## config.mk

```make
export PLATFORM = sky130hd
export DESIGN_NAME = mcl_misc_ctrl
export DESIGN_NICKNAME = d
export VERILOG_FILES = /design/src/common/mcl_pkg.sv /design/src/common/mcl_reg_if.sv /design/src/core/mcl_misc_ctrl.sv /design/src/core/mcl_sync.sv /design/src/core/mcl_wb_slave.sv
export SDC_FILE = /design/constraint.sdc
export NUM_CORES = 1
export LEC_CHECK = 0
export BUFFER_PORTS_ARGS = -buffer_cell sky130_fd_sc_hd__clkbuf_2
export CORE_MARGIN = 1.5
export CORE_UTILIZATION = 27
export CTS_CLUSTER_SIZE = 30
export DETAILED_ROUTE_END_ITERATION = 10
export PLACE_DENSITY = 0.63
export SLEW_MARGIN = 20
export SYNTH_ARGS = -nofsm -noshare
export SYNTH_HDL_FRONTEND = slang
export SYNTH_HIERARCHICAL = 1
export SYNTH_SLANG_ARGS = --single-unit
```

## constraint.sdc

```tcl
create_clock -name clk_i -period 2 [get_ports clk_i]
set_input_delay 0.5 -clock clk_i [delete_from_list [all_inputs] [get_ports clk_i]]
set_output_delay 0.5 -clock clk_i [all_outputs]
set_load 0.01 [all_outputs]
```

## src/common/mcl_pkg.sv

```systemverilog
// constants and types for the misc control register block
package mcl_pkg;
	localparam int MCL_ADDR_W = 8;
	localparam int MCL_DATA_W = 8;
	// register index as printed; byte address is four times it
	localparam logic [7:0] MCL_MISC_IDX = 8'h09;
	localparam logic [7:0] MCL_MISC_ADDR = 8'h24;
	// own status register: pin levels and mode
	localparam logic [7:0] MCL_STAT_ADDR = 8'h28;
	localparam int MCL_BIT_REORDER = 7;
	localparam int MCL_BIT_POLARITY = 6;
	localparam int MCL_BIT_RSVD = 5;
	localparam int MCL_BIT_ACT_DET = 4;
	localparam logic [7:0] MCL_MISC_RESET = 8'h02;
	localparam logic [7:0] MCL_WRITE_MASK = 8'hdf;
	localparam logic [7:0] MCL_STRAP_MASK = 8'hd0;
	localparam logic [1:0] MCL_SYNC_RESET = 2'h0;
	typedef enum logic [2:0]
	{
		MCL_IDLE = 3'b001,
		MCL_ACK = 3'b010,
		MCL_WAIT = 3'b100
	} mcl_bus_state_type;
endpackage

```

## src/common/mcl_reg_if.sv

```systemverilog
// internal register access channel between bus slave and register file
interface mcl_reg_if;
	logic wr_en;
	logic [7:0] addr;
	logic [7:0] wdata;
	logic [7:0] rdata;
	modport slave_side (output wr_en, output addr, output wdata, input rdata);
	modport regs_side (input wr_en, input addr, input wdata, output rdata);
endinterface

```

## src/core/mcl_misc_ctrl.sv

```systemverilog
// misc control register with strap loading and lane control outputs
// What this block does
// - the lane reorder bit resets to zero for straight lanes and one reorders the input lanes.
// - a set reorder bit applies in both redriver and retimer operation.
// - while port select is low, the reorder bit follows the synchronised lane reorder strap pin.
// - while port select is low, writes to the reorder field are dropped and the strap value stays.
// - bit 5 is read only, bits 7, 6 and 4 are writable and hardware loaded, bits 3 to 0 plain read/write.
// - bit 6 inverts input data and clock lane polarity in retimer operation only, reset zero.
// - bit 4 enables the clock activity detector which sends the receiver to standby without valid data.
// - register writes are accepted only while port select is high, otherwise straps configure; reads work in both.
//
// The Wishbone register port was chosen for this implementation.
module mcl_misc_ctrl
	import mcl_pkg::*;
(
	input wire logic clk_i,
	input wire logic rst_i,
	input wire logic cyc_i,
	input wire logic stb_i,
	input wire logic we_i,
	input wire logic [3:0] sel_i,
	input wire logic [7:0] adr_i,
	input wire logic [31:0] dat_i,
	output logic ack_o,
	output logic [31:0] dat_o,
	input wire logic port_select_i,
	input wire logic reorder_strap_i,
	input wire logic polarity_strap_i,
	input wire logic activity_strap_i,
	input wire logic retimer_mode_i,
	input wire logic data_valid_i,
	output logic lane_reorder_o,
	output logic lane_polarity_invert_o,
	output logic clock_activity_detect_enable_o,
	output logic rx_standby_o,
	output logic [3:0] misc_low_o
);
	mcl_reg_if regs();
	// pin levels in status bit order: select, reorder, polarity, detect
	logic [3:0] pin_raw;
	logic [3:0] pin_sync;
	logic sel_q;
	logic reorder_q;
	logic polarity_q;
	logic activity_q;
	logic strap_mode;
	logic misc_hit;
	logic stat_hit;
	logic bus_write;
	logic [7:0] misc_value;
	logic reorder_reg;
	logic reorder_next;
	logic polarity_reg;
	logic polarity_next;
	logic act_det_reg;
	logic act_det_next;
	logic [3:0] plain_reg;
	logic [3:0] plain_next;
	logic lane_reorder_reg;
	logic lane_reorder_next;
	logic polarity_out_reg;
	logic polarity_out_next;
	logic act_en_reg;
	logic act_en_next;
	logic standby_reg;
	logic standby_next;
	logic [3:0] low_reg;
	logic [3:0] low_next;

	////////////////////////////////////////////////////////////////
	mcl_wb_slave u_slave
	(
		.clk_i(clk_i),
		.rst_i(rst_i),
		.cyc_i(cyc_i),
		.stb_i(stb_i),
		.we_i(we_i),
		.sel_i(sel_i),
		.adr_i(adr_i),
		.dat_i(dat_i),
		.ack_o(ack_o),
		.dat_o(dat_o),
		.regs(regs.slave_side)
	);

	////////////////////////////////////////////////////////////////
	// the select and three strap pins cross two flip-flops before any logic reads them
	assign pin_raw = {port_select_i, reorder_strap_i, polarity_strap_i, activity_strap_i};

	generate
		for (genvar i = 0; i < 4; i++)
		begin : g_pin_sync
			mcl_sync u_sync
			(
				.clk_i(clk_i),
				.rst_i(rst_i),
				.d_i(pin_raw[i]),
				.q_o(pin_sync[i])
			);
		end
	endgenerate

	assign sel_q = pin_sync[3];
	assign reorder_q = pin_sync[2];
	assign polarity_q = pin_sync[1];
	assign activity_q = pin_sync[0];

	////////////////////////////////////////////////////////////////
	// address decode and the write qualifier
	always_comb
	begin
		misc_hit = (regs.addr == MCL_MISC_ADDR);
		stat_hit = (regs.addr == MCL_STAT_ADDR);
		// register writes only while port select is high
		strap_mode = !sel_q;
		bus_write = regs.wr_en && misc_hit && !strap_mode;
	end

	////////////////////////////////////////////////////////////////
	// bit 5 has no storage and always reads zero
	always_comb
	begin
		misc_value = 8'h00;
		misc_value[MCL_BIT_REORDER] = reorder_reg;
		misc_value[MCL_BIT_POLARITY] = polarity_reg;
		misc_value[MCL_BIT_RSVD] = 1'b0;
		misc_value[MCL_BIT_ACT_DET] = act_det_reg;
		misc_value[3:0] = plain_reg;
	end

	// read mux, unmapped addresses read zero
	always_comb
	begin
		if (misc_hit)
		begin
			regs.rdata = misc_value;
		end
		else if (stat_hit)
		begin
			regs.rdata = {4'h0, pin_sync};
		end
		else
		begin
			regs.rdata = 8'h00;
		end
	end

	////////////////////////////////////////////////////////////////
	// lane reorder bit, clear means straight lanes
	always_comb
	begin
		reorder_next = reorder_reg;
		if (bus_write)
		begin
			reorder_next = regs.wdata[MCL_BIT_REORDER];
		end
		// strap level reloaded each cycle; so a write is lost
		if (strap_mode)
		begin
			reorder_next = reorder_q;
		end
	end

	always_ff @(posedge clk_i)
	begin
		if (rst_i)
		begin
			reorder_reg <= MCL_MISC_RESET[MCL_BIT_REORDER];
		end
		else
		begin
			reorder_reg <= reorder_next;
		end
	end

	// polarity bit, strap loaded like the reorder bit
	always_comb
	begin
		polarity_next = polarity_reg;
		if (bus_write)
		begin
			polarity_next = regs.wdata[MCL_BIT_POLARITY];
		end
		// strap wins over a write landing in the same cycle
		if (strap_mode)
		begin
			polarity_next = polarity_q;
		end
	end

	always_ff @(posedge clk_i)
	begin
		if (rst_i)
		begin
			polarity_reg <= MCL_MISC_RESET[MCL_BIT_POLARITY];
		end
		else
		begin
			polarity_reg <= polarity_next;
		end
	end

	always_comb
	begin
		act_det_next = act_det_reg;
		if (bus_write)
		begin
			act_det_next = regs.wdata[MCL_BIT_ACT_DET];
		end
		// strap wins over a write landing in the same cycle
		if (strap_mode)
		begin
			act_det_next = activity_q;
		end
	end

	always_ff @(posedge clk_i)
	begin
		if (rst_i)
		begin
			act_det_reg <= MCL_MISC_RESET[MCL_BIT_ACT_DET];
		end
		else
		begin
			act_det_reg <= act_det_next;
		end
	end

	// bits 3 to 0 are plain read/write
	always_comb
	begin
		plain_next = plain_reg;
		if (bus_write)
		begin
			plain_next = regs.wdata[3:0];
		end
	end

	always_ff @(posedge clk_i)
	begin
		if (rst_i)
		begin
			plain_reg <= MCL_MISC_RESET[3:0];
		end
		else
		begin
			plain_reg <= plain_next;
		end
	end

	////////////////////////////////////////////////////////////////
	// outputs come from flops, one cycle behind the register
	always_comb
	begin
		// reorder applies in redriver and retimer operation
		lane_reorder_next = reorder_reg;
		polarity_out_next = polarity_reg && retimer_mode_i;
		// standby while the detector sees no valid data
		act_en_next = act_det_reg;
		standby_next = act_det_reg && !data_valid_i;
	end

	always_ff @(posedge clk_i)
	begin
		if (rst_i)
		begin
			lane_reorder_reg <= MCL_MISC_RESET[MCL_BIT_REORDER];
			polarity_out_reg <= MCL_MISC_RESET[MCL_BIT_POLARITY];
			act_en_reg <= MCL_MISC_RESET[MCL_BIT_ACT_DET];
			standby_reg <= MCL_MISC_RESET[MCL_BIT_ACT_DET];
		end
		else
		begin
			lane_reorder_reg <= lane_reorder_next;
			polarity_out_reg <= polarity_out_next;
			act_en_reg <= act_en_next;
			standby_reg <= standby_next;
		end
	end

	////////////////////////////////////////////////////////////////
	// plain bits mirrored out to the rest of the core
	always_comb
	begin
		low_next = plain_reg;
	end

	always_ff @(posedge clk_i)
	begin
		if (rst_i)
		begin
			low_reg <= MCL_MISC_RESET[3:0];
		end
		else
		begin
			low_reg <= low_next;
		end
	end

	assign lane_reorder_o = lane_reorder_reg;
	assign lane_polarity_invert_o = polarity_out_reg;
	assign clock_activity_detect_enable_o = act_en_reg;
	assign rx_standby_o = standby_reg;
	assign misc_low_o = low_reg;
endmodule

```

## src/core/mcl_sync.sv

```systemverilog
// two flip-flop synchroniser for one pin level
module mcl_sync
	import mcl_pkg::*;
(
	input wire logic clk_i,
	input wire logic rst_i,
	input wire logic d_i,
	output logic q_o
);
	logic [1:0] sync_reg;
	logic [1:0] sync_next;

	always_comb
	begin
		sync_next = {sync_reg[0], d_i};
	end

	always_ff @(posedge clk_i)
	begin
		if (rst_i)
			sync_reg <= MCL_SYNC_RESET;
		else
			sync_reg <= sync_next;
	end

	assign q_o = sync_reg[1];
endmodule

```

## src/core/mcl_wb_slave.sv

```systemverilog
// classic wishbone slave, one wait state, drives the register channel
module mcl_wb_slave
	import mcl_pkg::*;
(
	input wire logic clk_i,
	input wire logic rst_i,
	input wire logic cyc_i,
	input wire logic stb_i,
	input wire logic we_i,
	input wire logic [3:0] sel_i,
	input wire logic [7:0] adr_i,
	input wire logic [31:0] dat_i,
	output logic ack_o,
	output logic [31:0] dat_o,
	mcl_reg_if.slave_side regs
);
	mcl_bus_state_type state_reg;
	mcl_bus_state_type state_next;
	logic ack_reg;
	logic ack_next;
	logic [31:0] dat_reg;
	logic [31:0] dat_next;

	assign regs.addr = adr_i;
	assign regs.wdata = dat_i[7:0];

	always_comb
	begin
		state_next = state_reg;
		ack_next = 1'b0;
		dat_next = dat_reg;
		regs.wr_en = 1'b0;
		case (state_reg)
			MCL_IDLE:
			begin
				if (cyc_i && stb_i)
				begin
					// write commits at the edge where ack rises
					regs.wr_en = we_i && sel_i[0];
					dat_next = {24'h000000, regs.rdata};
					ack_next = 1'b1;
					state_next = MCL_ACK;
				end
			end
			MCL_ACK:
				state_next = MCL_WAIT;
			MCL_WAIT:
			begin
				// master must drop stb before the next request
				if (!(cyc_i && stb_i))
					state_next = MCL_IDLE;
			end
			default:
				state_next = MCL_IDLE;
		endcase
	end

	always_ff @(posedge clk_i)
	begin
		if (rst_i)
		begin
			state_reg <= MCL_IDLE;
			ack_reg <= 1'b0;
			dat_reg <= 32'h00000000;
		end
		else
		begin
			state_reg <= state_next;
			ack_reg <= ack_next;
			dat_reg <= dat_next;
		end
	end

	assign ack_o = ack_reg;
	assign dat_o = dat_reg;
endmodule

```

* Word-level counts from Yosys, hierarchy flattened
Cells that the tools add are included.
Word-level totals: output and inout bits 41, register bits after elaboration 35, word-level logic and storage cells 49
Operators by class: reduce and logical (&&, ||, !) cells 10, eq/ne operators 8, bitwise logic cells 1, muxes and demuxes 14
Operator list (number):
- 8-bit by 6-bit == test with 1-bit output (second input constant) | 2
- 1-bit two-way mux | 9
- 3-bit one-hot mux with 3 select lines | 1
- 8-bit two-way mux | 1
- 1-bit logical AND | 6
- 3-bit two-way mux | 2
- 4-bit two-way mux | 1
- 2-bit != test (second input constant) | 2
- 2-bit AND reduction | 2
- 3-bit by 1-bit == test with 1-bit output (second input constant) | 1
- 3-bit by 2-bit == test with 1-bit output (second input constant) | 1
- 3-bit == test (second input constant) | 1
- 2-bit by 1-bit != test with 1-bit output (second input constant) | 1
- 2-bit OR reduction | 1
- 1-bit logical NOT | 1
- 1-bit inverter | 1

* Longest topological paths before layout
depth in word-level cells 7, depth in mapped cells 7, mapped depth without buffers 6

* Cells and area by module
The synthesis kept the hierarchy.
By module, submodules not included:
- mcl_wb_slave | instances 1, area each 778.2 µm², cells each 89
- mcl_misc_ctrl | instances 1, area each 693.2 µm², cells each 75
- mcl_sync | instances 4, area each 52.6 µm², cells each 4

* Worst setup path before layout
No wires, ideal clock.
kind input-to-reg, start point input cyc_i, end point register plain_reg[1], in the netlist low_next[1], arrival 1.807 ns, cell stages on the path 7, library setup time 0.120 ns, required time 1.880 ns, slack 0.073 ns, cells stage by stage nand2_1 -> nor4b_4 -> and3_1 -> and2_0 -> clkbuf_1 -> nand3_1 -> a211o_1
On the way: longest elaborated chain between the ends 5
RTL lines:
- from (decl) | RTL line mcl_misc_ctrl.sv:18 | input wire logic cyc_i,
- 1-bit logical AND | RTL line mcl_wb_slave.sv:36 | if (cyc_i && stb_i)
- 1-bit two-way mux | RTL line mcl_wb_slave.sv:36
- 1-bit two-way mux | RTL line mcl_wb_slave.sv:33 | case (state_reg)
- net regs.wr_en | RTL line mcl_reg_if.sv:3 | logic wr_en;
- 1-bit logical AND (2 in series) | RTL line mcl_misc_ctrl.sv:116 | bus_write = regs.wr_en && misc_hit && !strap_mode;
- to (signal assigned) | RTL line mcl_misc_ctrl.sv:243 | plain_reg <= MCL_MISC_RESET[3:0];
- to (signal assigned) | RTL line mcl_misc_ctrl.sv:247 | plain_reg <= plain_next;
- to (decl) | RTL line mcl_misc_ctrl.sv:57 | logic [3:0] plain_reg;
The timed path passes the listed nets, and every way through them passes these cells. A chain may end at the register's enable or synchronous reset.

* Worst setup path in the final report
start point input adr_i[1], end point register u_slave.dat_reg[3], in the netlist u_slave/dat_o[3]
On the way: longest elaborated chain between the ends 3, elaborated cells between the ends (all ways) 4, those cells by class eq/ne (2); mux (2)
RTL lines:
- from (decl) | RTL line mcl_misc_ctrl.sv:22 | input wire logic [7:0] adr_i,
- 8-bit by 6-bit == test with 1-bit output | RTL line mcl_misc_ctrl.sv:113 | stat_hit = (regs.addr == MCL_STAT_ADDR);
- 4-bit two-way mux | RTL line mcl_misc_ctrl.sv:138 | else if (stat_hit)
- 8-bit two-way mux * | RTL line mcl_misc_ctrl.sv:134 | if (misc_hit)
- net regs.rdata[3] | RTL line mcl_reg_if.sv:6 | logic [7:0] rdata;
- to (signal assigned) | RTL line mcl_wb_slave.sv:70 | dat_reg <= dat_next;
- to (decl) | RTL line mcl_wb_slave.sv:21 | logic [31:0] dat_reg;
The timed path passes the listed nets; every way through them passes the cells marked *.

==> impl_summary.md <==
Outcome
The run finished with clean final reports.

Finish
The area growth from synthesis to layout is 10.99%. Counting the fill cells in the layout gives 660. Leaving out fill and tap cells, the most frequent cells in the layout are sky130_fd_sc_hd__clkbuf_2, sky130_fd_sc_hd__dfxtp_1, sky130_fd_sc_hd__conb_1, sky130_fd_sc_hd__nand2_1, sky130_fd_sc_hd__nor2b_1. In the final layout, the share of cells above drive strength 1 is 0.2958. The number of nets in the final layout is approximately 270. Once layout is complete, the cells apart from fillers number between 200 and 300. The repair_antennas step left the layout with diodes totalling 0. The library cell used most frequently in the layout, excluding fill and tap cells, is sky130_fd_sc_hd__clkbuf_2.

Placed design
The number of placed instances, taps included is 280. The HPWL after detailed placement is between 2 and 2.5 mm. The number of buffers added on ports is 43.

The weighted congestion at the end of routability-driven global placement is approximately 0.79.

Routing
The number of detailed-route iterations in the first pass is 4. The wire length per cell after detailed routing is 11.10 um. Once detail routing completed, the nets flagged for antenna violations numbered 0. The remaining design rule violation count is 0. The routed wire length is approximately 3.2 mm. The number of vias after detailed routing is ~1,200. The violation count after the first detailed-routing iteration is 63. The ratio of routed vias to standard cells is between 4 and 5.

CTS
The clock tree from TritonCTS is done. The total CTS buffers is 5. CTS placed an instance of sky130_fd_sc_hd__clkbuf_8 at the clock tree root. The H-tree was split into 2 levels.

The setup fix buffers added after clock tree synthesis is 0. The clock reaches the later pin of the worst-skew pair after a little under 300 ps. The count of instances resized after the clock tree is built is 0. The clock passes through at most 2 buffers. The CTS sink count is 35. After clock tree synthesis, the clock-pin slew on the worst setup and hold paths is about 70 ps. The total of hold buffers inserted after clock tree synthesis is 0.

Timing
Setup repair after global routing left no endpoint under its margin. The final setup violation count is 0. The number of hold-slack violations in the final timing report is 0. The setup TNS is 0 ps. The post-route minimum period is about 1600 ps. Of the available clock period, the critical path in the final layout requires 0.8068. Clock skew on the completed layout was measured at ~4.0 ps.

The number of max-slew violations in the final report is 0. Timing would allow up to about 620 MHz.

Global routing
The number of antenna violations at the first check in global routing is 0. The total overflow left after global routing is 0. The wire length of the first global-routing pass is slightly below 5 mm. In the global route stage, overall resource usage came out at 0.1014. The number of global-route vias before repair is between 1,000 and 1,500. Entering global routing, the biggest net connects 20 pins.

Die
The die is between 80 and 90 um wide. The total area inside the core boundary comes to 5956 um2. 96 I/O pins were placed. The floorplan step set the die height to between 80 and 90 um. The initialized floorplan defines 28 standard-cell rows. The die covers 6681 um2. The initial utilization of the core area, before any placement, comes to 0.2811.

Worst setup path
The signal on the critical path passes through clkbuf_2 > or4b_4 > or3_4 > nor2_1 > nand2_1 > mux2i_1. The kind of capture point of the worst setup path is a register. At the worst endpoint, the arrival time is around 1800 ps. STA classifies the critical path startpoint as an input pin. The delay of the slowest cell on the worst path is 570 ps. By startpoint and endpoint, the worst setup path is classified as input pin to register. The highest net fanout along the worst path is 5. The slowest library cell on the worst path is sky130_fd_sc_hd__or4b_4. At the worst endpoint, the required time is roughly 2200 ps.

Hold path
The kind of path behind the tightest hold check is input pin to register.

Flow run
The number of max-cap violations is 0.

Pwr
The highest ir drop seen on vdd is roughly 240 uV. Power spread over the standard cell area amounts to slightly above 700 nW/um2. Summed over all cells, the static leakage comes to 0.7968 nW.

Yosys
The mapped netlist covers 1674 um2. A synthesized cell averages between 9 and 10 um2. The number of warnings reported in the yosys synthesis log is 6. The gate count of the mapped netlist is 179.
## area by class of cell
type / count / area [um2] / area share
Tap cell: 75 / 93.84 / 0.05051
Inverter: 1 / 3.754 / 0.002020
Clock buffer: 7 / 76.32 / 0.04108
Timing Repair Buffer: 49 / 260.3 / 0.1401
Multi-Input combinational cell: 120 / 718.2 / 0.3865
Sequential cell: 35 / 700.7 / 0.3771
Clock inverter: 1 / 5.005 / 0.002694
## metrics by stage
step	hold WS [ps]	setup slack (ps)	util	area [um2]	power, mW
final	353.4	386.4	0.3120	1858	1.319
after detailed placement	422.6	61.73	0.2983	1777	0.8471
after global routing	357.3	246.7	0.3120	1858	1.388
after CTS	351.7	371.0	0.3120	1858	1.335
after global placement	423.9	82.18	0.2983	1777	0.8451
after floorplan	408.9	72.75	-	1760	0.8595
## worst max-delay path: cells and delay by family
| kind | cells | cell delay, ps |
|---|---|---|
| buffers and inverters | 1 | 90 |
| and+or+nand+nor | 4 | 1110 |
| muxes | 1 | 140 |
## routing by layer
layer	global-route usage	wire, um
met5	0	0
met4	0.06102	72
met2	0.1508	1372
met1	0.1242	1474
met3	0.03667	276
## path summary, 6_finish.rpt
check / slack (ps) / cells past startpoint / from / to
worst max-delay path: 390 / 6 / adr_i[1] / u_slave/dat_o[3]
worst min-delay path: 350 / 2 / data_valid_i / rx_standby_o
worst max register to register: 390 / 5 / u_slave/state_reg[1] / low_next[1]
worst min register to register: 440 / 1 / g_pin_sync[3].u_sync/sync_reg[0] / g_pin_sync[3].u_sync/sync_reg[1]
## report_power, final
part	leakage, nW	switching [mW]	total [mW]	internal, mW
clock	0.0422	0.244	0.488	0.244
sequential	0.285	0.00768	0.719	0.711
combinational	0.470	0.0667	0.113	0.0461
total	0.797	0.318	1.32	1.00
(Power assumes the default switching activity.)
